[src/trim_hold_pkg.sv]
// constants and types for the reference trim and hold block
package trim_hold_pkg;
   localparam int DATA_W = 32;
   localparam int ADDR_W = 8;
   localparam int REF_W = 16;
   localparam int N_TERM = 10;
   localparam int CODE_W = 8;
   localparam int TRIM_W = 7;
   localparam int IRQ_W = 3;
   // function codes held in input_function_select
   localparam logic [7:0] FN_SRC_SEL = 8'h02;
   localparam logic [7:0] FN_RAMP_HOLD = 8'h0A;
   localparam logic [7:0] FN_UP = 8'h10;
   localparam logic [7:0] FN_DOWN = 8'h11;
   localparam logic [7:0] FN_TRIM_UP = 8'h1C;
   localparam logic [7:0] FN_TRIM_DN = 8'h1D;
   localparam logic [7:0] FN_SAMPLE_HOLD = 8'h1E;
   // register byte offsets
   localparam logic [7:0] OFS_TRIM = 8'h00;
   localparam logic [7:0] OFS_MAXF = 8'h04;
   localparam logic [7:0] OFS_REF_SRC = 8'h08;
   localparam logic [7:0] OFS_RUN_SRC = 8'h0C;
   localparam logic [7:0] OFS_STATUS = 8'h10;
   localparam logic [7:0] OFS_IRQ_STAT = 8'h14;
   localparam logic [7:0] OFS_IRQ_MASK = 8'h18;
   localparam logic [7:0] OFS_FSEL0 = 8'h20;
   // reset values and limits
   localparam logic [6:0] TRIM_RESET = 7'h0A;
   localparam logic [6:0] TRIM_MAX = 7'h64;
   localparam logic [15:0] MAXF_RESET = 16'h7FFF;
   localparam logic [1:0] SRC_TERMINAL = 2'h1;
   localparam logic [22:0] PCT_DIV = 23'h000064;
   localparam logic signed [16:0] REF_CEIL = 17'sh07FFF;
   // status and interrupt bit positions
   localparam int ST_ERR = 0;
   localparam int ST_HELD = 1;
   localparam int ST_OPT = 2;
   localparam int ST_FREQ = 16;
   localparam int IRQ_ERR = 0;
   localparam int IRQ_HOLD = 1;
   localparam int IRQ_SRC = 2;
   localparam logic [1:0] RESP_OKAY = 2'h0;
   localparam logic [1:0] RESP_SLVERR = 2'h2;
   // sample delay
   localparam int HOLD_TIME_MS = 100;
   localparam int CLK_HZ = 40_000_000;
   localparam int HOLD_CYCLES = HOLD_TIME_MS * (CLK_HZ / 1000);
   typedef struct packed
   {
      logic signed [15:0] freq;
      logic run;
      logic option;
   } ref_out_t;
   typedef enum {SH_IDLE, SH_WAIT, SH_HELD} sh_state_t;
endpackage
[src/frequency_reference_trim_hold.sv]
// reference trim, sample/hold and source select with axi4-lite registers
//
// Summary of operation
// - up alone adds trim level; down alone subtracts trim level.
// - both trim inputs on or both off: reference passes unchanged.
// - trim level is percent of max frequency, 0 to 100, resets to 10.
// - trim acts only for positive reference taken from analog input.
// - a negative result of subtraction is clamped to zero.
// - trim up is code 1C, trim down 1D, assigned as a pair.
// - only one trim code assigned raises the input selection error.
// - sample/hold code 1E captures analog reference 100ms after assertion.
// - sample/hold must stay on 100ms; earlier release holds nothing.
// - held reference is lost at power loss or reset.
// - sample/hold with ramp hold, up/down or trim raises the error.
// - source select code 2 takes effect only while the drive is stopped.
// - select off: terminals give reference and run; on: option card.
`timescale 1ns/1ps
module frequency_reference_trim_hold
   import trim_hold_pkg::*;
#(
   parameter int HOLD_COUNT = HOLD_CYCLES
)
(
   input wire logic aclk,
   input wire logic aresetn,
   input wire logic [ADDR_W-1:0] s_axi_awaddr,
   input wire logic s_axi_awvalid,
   output logic s_axi_awready,
   input wire logic [DATA_W-1:0] s_axi_wdata,
   input wire logic [3:0] s_axi_wstrb,
   input wire logic s_axi_wvalid,
   output logic s_axi_wready,
   output logic [1:0] s_axi_bresp,
   output logic s_axi_bvalid,
   input wire logic s_axi_bready,
   input wire logic [ADDR_W-1:0] s_axi_araddr,
   input wire logic s_axi_arvalid,
   output logic s_axi_arready,
   output logic [DATA_W-1:0] s_axi_rdata,
   output logic [1:0] s_axi_rresp,
   output logic s_axi_rvalid,
   input wire logic s_axi_rready,
   input wire logic [N_TERM-1:0] contact_input_terminal,
   input wire logic signed [REF_W-1:0] analog_ref,
   input wire logic signed [REF_W-1:0] comm_ref,
   input wire logic comm_run,
   input wire logic terminal_run,
   input wire logic drive_stopped,
   output ref_out_t ref_out,
   output logic invalid_input_selection_error,
   output logic hold_active,
   output logic irq
);
   // ----------------------------------------
   // configuration state
   // ----------------------------------------
   logic [6:0] trim_level_reg;
   logic [15:0] max_output_frequency_reg;
   logic [1:0] reference_source_select_reg;
   logic [1:0] run_source_select_reg;
   logic [CODE_W-1:0] input_function_select_reg [N_TERM];
   logic [IRQ_W-1:0] irq_stat_reg;
   logic [IRQ_W-1:0] irq_mask_reg;

   function automatic logic assigned(input logic [CODE_W-1:0] sel [N_TERM], input logic [7:0] code);
      logic hit;
      hit = 1'b0;
      for (int i = 0; i < N_TERM; i++)
         hit = hit | (sel[i] == code);
      return hit;
   endfunction

   function automatic logic level(input logic [CODE_W-1:0] sel [N_TERM], input logic [N_TERM-1:0] pins,
                                  input logic [7:0] code);
      logic hit;
      hit = 1'b0;
      for (int i = 0; i < N_TERM; i++)
         hit = hit | ((sel[i] == code) & pins[i]);
      return hit;
   endfunction

   function automatic logic [31:0] merge(input logic [31:0] old, input logic [31:0] nw, input logic [3:0] strb);
      logic [31:0] r;
      r = old;
      for (int b = 0; b < 4; b++)
         if (strb[b])
            r[8*b +: 8] = nw[8*b +: 8];
      return r;
   endfunction

   // ----------------------------------------
   // axi4-lite write path
   // ----------------------------------------
   logic aw_full_reg;
   logic w_full_reg;
   logic [ADDR_W-1:0] aw_addr_reg;
   logic [DATA_W-1:0] w_data_reg;
   logic [3:0] w_strb_reg;
   logic wr_go;
   logic wr_hit;
   logic [31:0] wr_word;
   logic [IRQ_W-1:0] irq_set;

   assign s_axi_awready = !aw_full_reg;
   assign s_axi_wready = !w_full_reg;
   assign wr_go = aw_full_reg && w_full_reg && !s_axi_bvalid;
   assign wr_hit = (aw_addr_reg[1:0] == 2'h0) && (aw_addr_reg <= OFS_FSEL0 + 8'h24)
                   && (aw_addr_reg != OFS_STATUS) && (aw_addr_reg != 8'h1C);

   always_ff @(posedge aclk)
   begin
      if (!aresetn)
      begin
         aw_full_reg <= 1'b0;
         w_full_reg <= 1'b0;
         aw_addr_reg <= 8'h00;
         w_data_reg <= 32'h00000000;
         w_strb_reg <= 4'h0;
      end
      else
      begin
         if (s_axi_awvalid && s_axi_awready)
         begin
            aw_full_reg <= 1'b1;
            aw_addr_reg <= s_axi_awaddr;
         end
         else if (wr_go)
            aw_full_reg <= 1'b0;
         if (s_axi_wvalid && s_axi_wready)
         begin
            w_full_reg <= 1'b1;
            w_data_reg <= s_axi_wdata;
            w_strb_reg <= s_axi_wstrb;
         end
         else if (wr_go)
            w_full_reg <= 1'b0;
      end
   end

   always_ff @(posedge aclk)
   begin
      if (!aresetn)
      begin
         s_axi_bvalid <= 1'b0;
         s_axi_bresp <= RESP_OKAY;
      end
      else if (wr_go)
      begin
         s_axi_bvalid <= 1'b1;
         s_axi_bresp <= wr_hit ? RESP_OKAY : RESP_SLVERR;
      end
      else if (s_axi_bready)
         s_axi_bvalid <= 1'b0;
   end

   // ----------------------------------------
   // register writes
   // ----------------------------------------
   // strobe merge kept combinational so the clocked block stays non-blocking
   always_comb
   begin
      case (aw_addr_reg)
         OFS_TRIM: wr_word = merge({25'h0, trim_level_reg}, w_data_reg, w_strb_reg);
         OFS_MAXF: wr_word = merge({16'h0, max_output_frequency_reg}, w_data_reg, w_strb_reg);
         OFS_REF_SRC: wr_word = merge({30'h0, reference_source_select_reg}, w_data_reg, w_strb_reg);
         OFS_RUN_SRC: wr_word = merge({30'h0, run_source_select_reg}, w_data_reg, w_strb_reg);
         OFS_IRQ_MASK: wr_word = merge({29'h0, irq_mask_reg}, w_data_reg, w_strb_reg);
         default: wr_word = w_data_reg;
      endcase
   end

   always_ff @(posedge aclk)
   begin
      if (!aresetn)
      begin
         trim_level_reg <= TRIM_RESET;
         max_output_frequency_reg <= MAXF_RESET;
         reference_source_select_reg <= SRC_TERMINAL;
         run_source_select_reg <= SRC_TERMINAL;
         irq_mask_reg <= '0;
         for (int i = 0; i < N_TERM; i++)
            input_function_select_reg[i] <= 8'h00;
      end
      else if (wr_go && wr_hit)
      begin
         case (aw_addr_reg)
            OFS_TRIM:
               // out of range writes saturate rather than wrap
               trim_level_reg <= (wr_word > 32'(TRIM_MAX)) ? TRIM_MAX : wr_word[6:0];
            OFS_MAXF:
               max_output_frequency_reg <= wr_word[15:0];
            OFS_REF_SRC:
               reference_source_select_reg <= wr_word[1:0];
            OFS_RUN_SRC:
               run_source_select_reg <= wr_word[1:0];
            OFS_IRQ_MASK:
               irq_mask_reg <= wr_word[IRQ_W-1:0];
            default:
            begin
               if (aw_addr_reg >= OFS_FSEL0 && w_strb_reg[0])
                  input_function_select_reg[4'((aw_addr_reg - OFS_FSEL0) >> 2)] <= w_data_reg[7:0];
            end
         endcase
      end
   end

   // ----------------------------------------
   // input assignment check
   // ----------------------------------------
   logic has_tu;
   logic has_td;
   logic has_sh;
   logic err_next;
   assign has_tu = assigned(input_function_select_reg, FN_TRIM_UP);
   assign has_td = assigned(input_function_select_reg, FN_TRIM_DN);
   assign has_sh = assigned(input_function_select_reg, FN_SAMPLE_HOLD);
   assign err_next = (has_tu != has_td)
      || (has_sh && (has_tu || has_td || assigned(input_function_select_reg, FN_RAMP_HOLD)
      || assigned(input_function_select_reg, FN_UP) || assigned(input_function_select_reg, FN_DOWN)));

   always_ff @(posedge aclk)
   begin
      if (!aresetn)
         invalid_input_selection_error <= 1'b0;
      else
         invalid_input_selection_error <= err_next;
   end

   // ----------------------------------------
   // sample and hold
   // ----------------------------------------
   sh_state_t sh_state_reg;
   logic [31:0] sh_cnt_reg;
   logic signed [15:0] held_ref_reg;
   logic sh_in;
   logic sh_capture;
   assign sh_in = has_sh && level(input_function_select_reg, contact_input_terminal, FN_SAMPLE_HOLD);
   assign sh_capture = (sh_state_reg == SH_WAIT) && sh_in && (sh_cnt_reg == 32'(HOLD_COUNT - 1));
   assign hold_active = (sh_state_reg == SH_HELD);

   always_ff @(posedge aclk)
   begin
      if (!aresetn)
      begin
         sh_state_reg <= SH_IDLE;
         sh_cnt_reg <= 32'h00000000;
         held_ref_reg <= 16'sh0000;
      end
      else if (!sh_in)
      begin
         // early release abandons the sample
         sh_state_reg <= SH_IDLE;
         sh_cnt_reg <= 32'h00000000;
      end
      else
      begin
         case (sh_state_reg)
            SH_IDLE:
            begin
               sh_state_reg <= SH_WAIT;
               sh_cnt_reg <= 32'h00000000;
            end
            SH_WAIT:
            begin
               sh_cnt_reg <= sh_cnt_reg + 32'h00000001;
               if (sh_capture)
               begin
                  sh_state_reg <= SH_HELD;
                  held_ref_reg <= analog_ref;
               end
            end
            SH_HELD:
               sh_state_reg <= SH_HELD;
            default:
               sh_state_reg <= SH_IDLE;
         endcase
      end
   end

   // ----------------------------------------
   // source select and reference path
   // ----------------------------------------
   logic opt_reg;
   logic opt_in;
   logic [22:0] trim_prod;
   logic [15:0] trim_amt_reg;
   logic signed [15:0] base;
   logic trim_on;
   logic tu;
   logic td;
   logic signed [16:0] sum;
   logic signed [16:0] diff;
   logic signed [15:0] freq_next;

   assign opt_in = level(input_function_select_reg, contact_input_terminal, FN_SRC_SEL);
   // widen before multiplying, a 16-bit product would wrap at full scale
   assign trim_prod = 23'(max_output_frequency_reg) * 23'(trim_level_reg);
   assign base = hold_active ? held_ref_reg : analog_ref;
   assign trim_on = !opt_reg && (reference_source_select_reg == SRC_TERMINAL) && (base > 16'sh0000);
   assign tu = level(input_function_select_reg, contact_input_terminal, FN_TRIM_UP);
   assign td = level(input_function_select_reg, contact_input_terminal, FN_TRIM_DN);
   assign sum = 17'(base) + 17'(trim_amt_reg);
   assign diff = 17'(base) - 17'(trim_amt_reg);

   always_comb
   begin
      if (opt_reg)
         freq_next = comm_ref;
      else if (trim_on && tu && !td)
         freq_next = (sum > REF_CEIL) ? REF_CEIL[15:0] : sum[15:0];
      else if (trim_on && td && !tu)
         freq_next = (diff < 17'sh00000) ? 16'sh0000 : diff[15:0];
      else
         freq_next = base;
   end

   always_ff @(posedge aclk)
   begin
      if (!aresetn)
      begin
         opt_reg <= 1'b0;
         trim_amt_reg <= 16'h0000;
         ref_out <= '0;
      end
      else
      begin
         // switching while running would jump the speed reference
         if (drive_stopped)
            opt_reg <= opt_in;
         trim_amt_reg <= 16'(trim_prod / PCT_DIV);
         ref_out.freq <= freq_next;
         ref_out.run <= opt_reg ? comm_run : terminal_run;
         ref_out.option <= opt_reg;
      end
   end

   // ----------------------------------------
   // interrupts
   // ----------------------------------------
   logic err_seen_reg;
   assign irq_set = {(opt_reg != ref_out.option), sh_capture, (err_next && !err_seen_reg)};
   assign irq = |(irq_stat_reg & irq_mask_reg);

   always_ff @(posedge aclk)
   begin
      if (!aresetn)
      begin
         irq_stat_reg <= '0;
         err_seen_reg <= 1'b0;
      end
      else
      begin
         err_seen_reg <= err_next;
         // a new event wins over a clear in the same cycle
         if (wr_go && aw_addr_reg == OFS_IRQ_STAT && w_strb_reg[0])
            irq_stat_reg <= (irq_stat_reg & ~w_data_reg[IRQ_W-1:0]) | irq_set;
         else
            irq_stat_reg <= irq_stat_reg | irq_set;
      end
   end

   // ----------------------------------------
   // axi4-lite read path
   // ----------------------------------------
   assign s_axi_arready = !s_axi_rvalid;

   always_ff @(posedge aclk)
   begin
      if (!aresetn)
      begin
         s_axi_rvalid <= 1'b0;
         s_axi_rdata <= 32'h00000000;
         s_axi_rresp <= RESP_OKAY;
      end
      else if (s_axi_arvalid && s_axi_arready)
      begin
         s_axi_rvalid <= 1'b1;
         s_axi_rresp <= RESP_OKAY;
         case (s_axi_araddr)
            OFS_TRIM: s_axi_rdata <= {25'h0, trim_level_reg};
            OFS_MAXF: s_axi_rdata <= {16'h0, max_output_frequency_reg};
            OFS_REF_SRC: s_axi_rdata <= {30'h0, reference_source_select_reg};
            OFS_RUN_SRC: s_axi_rdata <= {30'h0, run_source_select_reg};
            OFS_STATUS: s_axi_rdata <= {ref_out.freq, 13'h0, ref_out.option, hold_active,
                                        invalid_input_selection_error};
            OFS_IRQ_STAT: s_axi_rdata <= {29'h0, irq_stat_reg};
            OFS_IRQ_MASK: s_axi_rdata <= {29'h0, irq_mask_reg};
            default:
            begin
               if (s_axi_araddr >= OFS_FSEL0 && s_axi_araddr <= OFS_FSEL0 + 8'h24 && s_axi_araddr[1:0] == 2'h0)
                  s_axi_rdata <= {24'h0, input_function_select_reg[4'((s_axi_araddr - OFS_FSEL0) >> 2)]};
               else
               begin
                  s_axi_rdata <= 32'h00000000;
                  s_axi_rresp <= RESP_SLVERR;
               end
            end
         endcase
      end
      else if (s_axi_rready)
         s_axi_rvalid <= 1'b0;
   end

   // ----------------------------------------
   // assertions
   // ----------------------------------------
   property p_trim_up;
      @(posedge aclk) disable iff (!aresetn)
      (trim_on && tu && !td && sum <= REF_CEIL) |=> ref_out.freq == $past(base) + $past(trim_amt_reg);
   endproperty
   a_trim_up: assert property (p_trim_up) else $error("trim up sum wrong");

   property p_trim_pass;
      @(posedge aclk) disable iff (!aresetn)
      (!opt_reg && tu == td) |=> ref_out.freq == $past(base);
   endproperty
   a_trim_pass: assert property (p_trim_pass) else $error("reference not passed");

   property p_trim_reset;
      @(posedge aclk) !aresetn |=> trim_level_reg == TRIM_RESET && trim_level_reg <= TRIM_MAX;
   endproperty
   a_trim_reset: assert property (p_trim_reset) else $error("trim level reset wrong");

   property p_no_trim_off_analog;
      @(posedge aclk) disable iff (!aresetn)
      (!opt_reg && reference_source_select_reg != SRC_TERMINAL) |=> ref_out.freq == $past(base);
   endproperty
   a_no_trim_off_analog: assert property (p_no_trim_off_analog) else $error("trim off analog");

   property p_clamp;
      @(posedge aclk) disable iff (!aresetn)
      (trim_on && td && !tu && diff < 0) |=> ref_out.freq == 16'sh0000;
   endproperty
   a_clamp: assert property (p_clamp) else $error("negative not clamped");

   property p_pair_err;
      @(posedge aclk) disable iff (!aresetn)
      (has_tu != has_td) |=> invalid_input_selection_error;
   endproperty
   a_pair_err: assert property (p_pair_err) else $error("missing pair error");

   property p_capture;
      @(posedge aclk) disable iff (!aresetn)
      sh_capture |=> hold_active && held_ref_reg == $past(analog_ref);
   endproperty
   a_capture: assert property (p_capture) else $error("capture failed");

   property p_early_release;
      @(posedge aclk) disable iff (!aresetn)
      !sh_in |=> !hold_active && sh_cnt_reg == 32'h00000000;
   endproperty
   a_early_release: assert property (p_early_release) else $error("hold without input");

   property p_sh_conflict;
      @(posedge aclk) disable iff (!aresetn)
      (has_sh && has_tu) |=> invalid_input_selection_error;
   endproperty
   a_sh_conflict: assert property (p_sh_conflict) else $error("conflict not flagged");

   property p_src_stopped;
      @(posedge aclk) disable iff (!aresetn)
      !drive_stopped |=> $stable(opt_reg);
   endproperty
   a_src_stopped: assert property (p_src_stopped) else $error("source moved running");

   property p_opt_run;
      @(posedge aclk) disable iff (!aresetn)
      opt_reg |=> ref_out.run == $past(comm_run) && ref_out.freq == $past(comm_ref);
   endproperty
   a_opt_run: assert property (p_opt_run) else $error("option source wrong");

   c_hold: cover property (@(posedge aclk) disable iff (!aresetn) sh_capture);
   c_trim_dn: cover property (@(posedge aclk) disable iff (!aresetn) trim_on && td && !tu);
   c_switch: cover property (@(posedge aclk) disable iff (!aresetn) drive_stopped && opt_in && !opt_reg);
endmodule

[config.mk]
export PLATFORM = sky130hd
export DESIGN_NAME = frequency_reference_trim_hold
export DESIGN_NICKNAME = d
export VERILOG_FILES = /design/src/trim_hold_pkg.sv /design/src/frequency_reference_trim_hold.sv
export SDC_FILE = /design/constraint.sdc
export NUM_CORES = 1
export LEC_CHECK = 0
export ABC_AREA = 1
export BUFFER_PORTS_ARGS = -buffer_cell sky130_fd_sc_hd__buf_4
export CORE_MARGIN = 2
export CORE_UTILIZATION = 40
export CTS_BUF_LIST = sky130_fd_sc_hd__clkbuf_2 sky130_fd_sc_hd__clkbuf_4 sky130_fd_sc_hd__clkbuf_8
export CTS_CLUSTER_SIZE = 28
export DETAILED_ROUTE_END_ITERATION = 10
export HOLD_SLACK_MARGIN = 0.15
export MAX_ROUTING_LAYER = met4
export PLACE_DENSITY_LB_ADDON = 0.05
export SLEW_MARGIN = 20
export SYNTH_ARGS = -nofsm -noshare
export SYNTH_HDL_FRONTEND = slang
export SYNTH_SLANG_ARGS = --single-unit
[constraint.sdc]
create_clock -name aclk -period 12.8 [get_ports aclk]
set_input_delay 2.56 -clock aclk [delete_from_list [all_inputs] [get_ports aclk]]
set_output_delay 2.56 -clock aclk [all_outputs]
set_load 0.02 [all_outputs]
==> impl_metrics.csv, run 1 <==
group,metric,value,unit
logic_synthesis,synth-seq-cells,281,
finish,finalNetCount,3523,
clock_tree,numCtsBuffers,54,
finish,largest_reg_flops,80,
sta,tightest_slew,1.129,ns
logic_synthesis,synth-edff-count,0,
place,io_buffers,163,
place,dp.cells,3897,
setup_path,crit_arrival,12.23,ns
clock_tree,cts.sinks,281,
route,wl,72.75,mm
sta,finalSetupViolations,0,
floorplanning,core,52450,um^2
route,drc_errors,0,
global_routing,grt_overflow,0,
place,pre_cts_slack,0.7388,ns
setup_path,cp_max_fo,19,
setup_path,rr_worst_depth,89,
logic_synthesis,async_reset_ff_share,0,%
setup_path,cp.required,13.39,ns
logic_synthesis,ys_top_cells_by_area,"dfxtp_1 (27%), nand2_1 (10%), inv_1 (9.2%)",
logic_synthesis,synth_top_cell_by_area,"dfxtp_1",
logic_synthesis,syn_inst,3148,
sta,relSlewSlack,24.45,%
route,vias,21160,
sta,layout_setup_ws,1.157,ns
floorplanning,dieArea,54810,um^2
global_routing,grt_antenna_before_repair,1,
worst_hold_path,hold_path_class,"reg -> reg",
logic_synthesis,yosysWarnings,0,
global_routing,grt_max_degree,72,
finish,drive_gt1_share,14.58,%
sta,final_max_slew_viol_count,0,
clock_tree,cts_tree,"built",
route,vias_per_cell,5.300,
setup_path,path_class,"reg -> reg",
place,place_congestion,0.9491,
logic_synthesis,ys_seq_area_share,26.56,%
setup_path,end_kind,"flip-flop",
logic_synthesis,synth_ff_type,"dfxtp_1",
sta,finalCriticalPeriod,11.64,ns
run,cap_violations,0,
clock_tree,cts-root-buf,"clkbuf_8",
place,dpl.hpwl,55.82,mm
logic_synthesis,synth_top_cell_area_share,26.56,%
logic_synthesis,avgSynthCellArea,6.729,um^2
status,status,"finished, final reports clean",
finish,area_growth,14.41,%
sta,fin_worst_skew,0.01741,ns
global_routing,grt_pass1_vias,20530,
floorplanning,rows,84,
sta,hold_viol,0,
clock_tree,cts_max_level,2,
setup_path,critPathMostFrequentCell,"nand2_2",
setup_path,critPathMaxStageDelay,0.58,ns
global_routing,grt_pass1_wl,114.8,mm
setup_path,start_kind,"flip-flop",
clock_tree,clk_pin_slew_worst_paths,0.06,ns
clock_tree,cts.path.max_buffers,3,
finish,finish.utilization,46.21,%
sta,clock.fmax,85.89,MHz
finish,num_antenna_cells,0,
route,drtPass1Iterations,6,
route,drt_iter0_markers,1636,
logic_synthesis,synth_cell_type_count,67,
sta,fin_crit_sh,90.96,%
worst_hold_path,hold_depth,2,
setup_path,crit_slowest_cell,"fa_1",
floorplanning,boundaryPins,166,
floorplanning,die_h,234.1,um
route,wl_per_cell,18.22,um
logic_synthesis,netlist_area,21180,um^2
global_routing,grt_use_total,27.41,%
clock_tree,clock_latency,0.67,ns
finish,stdcell_count,3993,
route,ant_nets,0,
floorplanning,die_w,234.1,um
floorplanning,start_util,40.39,%
==> layer usage <==
| layer | global-route usage [%] | part of all wire, % |
|---|---|---|
| met5 | - | 0 |
| met4 | 6.863 | 2.2 |
| met3 | 3.113 | 5.1 |
| met2 | 43.35 | 45 |
| met1 | 37.27 | 47 |
==> synthesized netlist by cell type, types with 12 or more instances <==
cell type    n
a211oi_1    24
a21oi_1    280
a22oi_1     13
a31oi_1     14
clkbuf_1   119
dfxtp_1    281
fa_1        71
ha_1        78
inv_1      521
inv_2       24
nand2_1    571
nand2_2     59
nand2_4     30
nand3_1    165
nand4_1     47
nor2_1     240
nor3_1      53
nor4_1      20
o211ai_1    31
o21ai_0    247
o21bai_1    23
o22ai_1     28
o31ai_1     12
xor2_1      36
==> placed cells by master (no fill, tap or decap), types with 11 or more instances in the layout <==
master      n
a211oi_1   24
a21oi_1   279
a22oi_1    13
a31oi_1    14
buf_4     192
clkbuf_4   17
clkbuf_8   63
dfxtp_1   262
dfxtp_2    13
fa_1       71
ha_1       78
inv_1     519
inv_2      25
nand2_1   571
nand2_2    58
nand2_4    31
nand3_1   164
nand3_2    11
nand4_1    47
nor2_1    237
nor2_2     12
nor3_1     52
nor4_1     20
o211ai_1   31
o21ai_0   247
o21bai_1   23
o22ai_1    28
o31ai_1    12
xnor2_1    11
xor2_1     36
==> critical path, delay by kind of cell (launching register included) <==
kind	cells	cell delay (ns)
AO/OA/AOI/OAI	1	0.11
adder cells (fa/ha/maj)	5	2.46
buffers and inverters	9	0.62
flip-flops	1	0.43
AND/OR/NAND/NOR	74	7.89
==> cell type report <==
cell class,count,area (um^2)
fill,5416,28210
multi-input combinational,2187,13010
sequential,281,5664
inverter,554,2097
timing repair buffer,192,1441
clock buffer,80,994.7
tap,688,860.8
clock inverter,11,163.9
==> cell families after synthesis <==
logic type | Yosys count | share of synthesized area (%)
fa+ha+maj | 149 | 11.32
buf+inv | 681 | 12.23
mux | 3 | 0.1418
simple gates | 1251 | 27.96
compound gates | 734 | 19.75
other cells | 1 | 0.01770
xor+xnor | 48 | 2.020
flops | 281 | 26.56
==> final timing paths <==
| kind | from | end | slack, ns |
|---|---|---|---|
| max | trim_level_reg[3] | trim_amt_reg[0] | 1.16 |
| min | w_data_reg[28] | w_data_reg[28] | 0.45 |
| max reg2reg | trim_level_reg[3] | trim_amt_reg[0] | 1.16 |
| min reg2reg | w_data_reg[28] | w_data_reg[28] | 0.45 |
==> what timing repair did <==
| item | 4_1_cts | 5_1_grt |
|---|---|---|
| setup endpoints to repair | 0 | 2 |
| endpoints found under the hold margin | 0 | 0 |
| setup buffers | 0 | 5 |
| hold buffers | 0 | 0 |
| gates resized for setup | 0 | 31 |
==> metrics by stage <==
| step | hold WS, ns | TNS (ns) | area, um^2 |
|---|---|---|---|
| 2_1_floorplan | 0.4245 | 0 | 21190 |
| 3_3_place_gp | 0.4432 | 0 | 22960 |
| 3_5_place_dp | 0.4474 | 0 | 22960 |
| 4_1_cts | 0.4569 | 0 | 24120 |
| 5_1_grt | 0.4664 | -0.008285 | 24230 |
| 6_report | 0.4538 | 0 | 24230 |
Power of run 1 is not shown: default switching activity piles up to over one toggle a cycle in this logic, so the estimate is an artifact.
==> run 2: changes to the inputs <==
--- a/config.mk
+++ b/config.mk
@@ -13,8 +13,8 @@
 export CTS_CLUSTER_SIZE = 28
 export DETAILED_ROUTE_END_ITERATION = 10
 export HOLD_SLACK_MARGIN = 0.15
-export MAX_ROUTING_LAYER = met4
 export PLACE_DENSITY_LB_ADDON = 0.05
+export RECOVER_POWER = 50
 export SLEW_MARGIN = 20
 export SYNTH_ARGS = -nofsm -noshare
 export SYNTH_HDL_FRONTEND = slang
==> impl_metrics.csv, run 2 (same netlist as run 1, synthesis figures left out) <==
group,metric,value,unit
global_routing,grt-busiest-layer,"met2",
global_routing,grt_pass1_wl,113.2,mm
clock_tree,cts.path.max_buffers,3,
route,drt_iter0_markers,1687,
setup_path,critPathMaxStageDelay,0.57,ns
global_routing,grt_pass1_vias,20170,
place,place_congestion,0.9383,
sta,hold_viol,0,
setup_path,path_class,"reg -> reg",
route,ant_nets,0,
setup_path,cp_max_fo,10,
floorplanning,boundaryPins,166,
floorplanning,dieArea,54810,um^2
sta,finalSetupViolations,0,
status,status,"finished with violations",
sta,rsz0062_at_grt,"false",
place,dpl.hpwl,54.83,mm
setup_path,end_kind,"flip-flop",
setup_path,rr_worst_depth,81,
place,pre_cts_slack,0.8535,ns
finish,largest_reg_flops,80,
clock_tree,numCtsBuffers,53,
sta,finalCriticalPeriod,11.55,ns
setup_path,crit_slowest_cell,"fa_1",
route,wl_per_cell,18.14,um
global_routing,grt_overflow,0,
floorplanning,core,52450,um^2
clock_tree,cts_tree,"built",
clock_tree,clk_pin_slew_worst_paths,0.07,ns
status,violations,"max-capacitance violations, max-slew violations",
clock_tree,cts.sinks,281,
worst_hold_path,hold_path_class,"reg -> reg",
worst_hold_path,hold_depth,2,
finish,finish.utilization,45.81,%
sta,fin_crit_sh,90.25,%
floorplanning,die_h,234.1,um
sta,clock.fmax,86.57,MHz
sta,finalSetupTns,0,ns
sta,relSlewSlack,-161.9,%
place,dp.cells,3897,
route,drtPass1Iterations,6,
finish,drive_gt1_share,12.53,%
sta,layout_setup_ws,1.248,ns
finish,finalNetCount,3521,
clock_tree,clock_latency,0.66,ns
route,drc_errors,0,
finish,layout_common_cells,"nand2_1 (571), inv_1 (520), a21oi_1 (280), dfxtp_1 (266), o21ai_0 (246)",
floorplanning,start_util,40.39,%
place,io_buffers,163,
global_routing,grt_util_met2,41.96,%
finish,stdcell_count,4001,
clock_tree,cts-root-buf,"clkbuf_8",
route,vias,21110,
sta,fin_worst_skew,0.02994,ns
setup_path,cp.required,13.39,ns
route,vias_per_cell,5.276,
finish,layout_commonest_cell,"nand2_1",
global_routing,grt_antenna_before_repair,2,
global_routing,grt_max_degree,102,
clock_tree,cts_max_level,2,
finish,area_growth,13.42,%
setup_path,critPathMostFrequentCell,"nand2_2",
setup_path,start_kind,"flip-flop",
floorplanning,die_w,234.1,um
sta,tightest_slew,3.929,ns
global_routing,grt_use_total,26.41,%
route,wl,72.59,mm
floorplanning,rows,84,
sta,final_max_slew_viol_count,156,
global_routing,met3_usage,3.794,%
setup_path,crit_arrival,12.14,ns
run,cap_violations,2,
global_routing,use_met1,37.04,%
run 2: per-stage QoR:
| stage | hold WS [ns] | area (um^2) |
|---|---|---|
| 2_1_floorplan | 0.4245 | 21190 |
| 3_3_place_gp | 0.4433 | 22960 |
| 3_5_place_dp | 0.4457 | 22970 |
| 4_1_cts | 0.4572 | 24210 |
| 5_1_grt | 0.4834 | 24020 |
| 6_report | 0.4534 | 24020 |
run 2: timing repair:
| action | 4_1_cts | 5_1_grt |
|---|---|---|
| endpoints found under the setup margin | 0 | 2 |
| hold buffers | 0 | 0 |
| gates resized for setup | 0 | 20 |
| buffers inserted | 0 | 4 |
run 2: final timing paths:
kind | start | to | slack [ns]
worst max register to register | max_output_frequency_reg[7] | trim_amt_reg[0] | 1.25
worst min-delay path | w_data_reg[27] | w_data_reg[27] | 0.45
worst max-delay path | max_output_frequency_reg[7] | trim_amt_reg[0] | 1.25
worst min register to register | w_data_reg[27] | w_data_reg[27] | 0.45
run 2: critical path: cells and delay by family, from the launching register on:
kind / cells / cell delay [ns]
XOR/XNOR: 1 / 0.31
AO/OA/AOI/OAI: 4 / 0.72
flip-flops: 1 / 0.53
buffers and inverters: 4 / 0.28
AND/OR/NAND/NOR: 67 / 7.18
adder cells (fa/ha/maj): 5 / 2.43
run 2: layout make-up:
type / count / area (um^2)
Antenna cell: 1 / 2.502
Clock buffer: 83 / 1055
Clock inverter: 16 / 186.4
Fill cell: 5508 / 28420
Inverter: 554 / 2097
Multi-Input combinational cell: 2187 / 12980
Sequential cell: 281 / 5654
Tap cell: 688 / 860.8
Timing Repair Buffer: 191 / 1190
run 2: routing by layer:
layer / wire length, um / up-vias
met5: 0 / -
met4: 1958 / 0
met3: 4013 / 102
met2: 32380 / 555
met1: 34240 / 9926
li1: - / 10530
Power of run 2 is left out for the same reason.
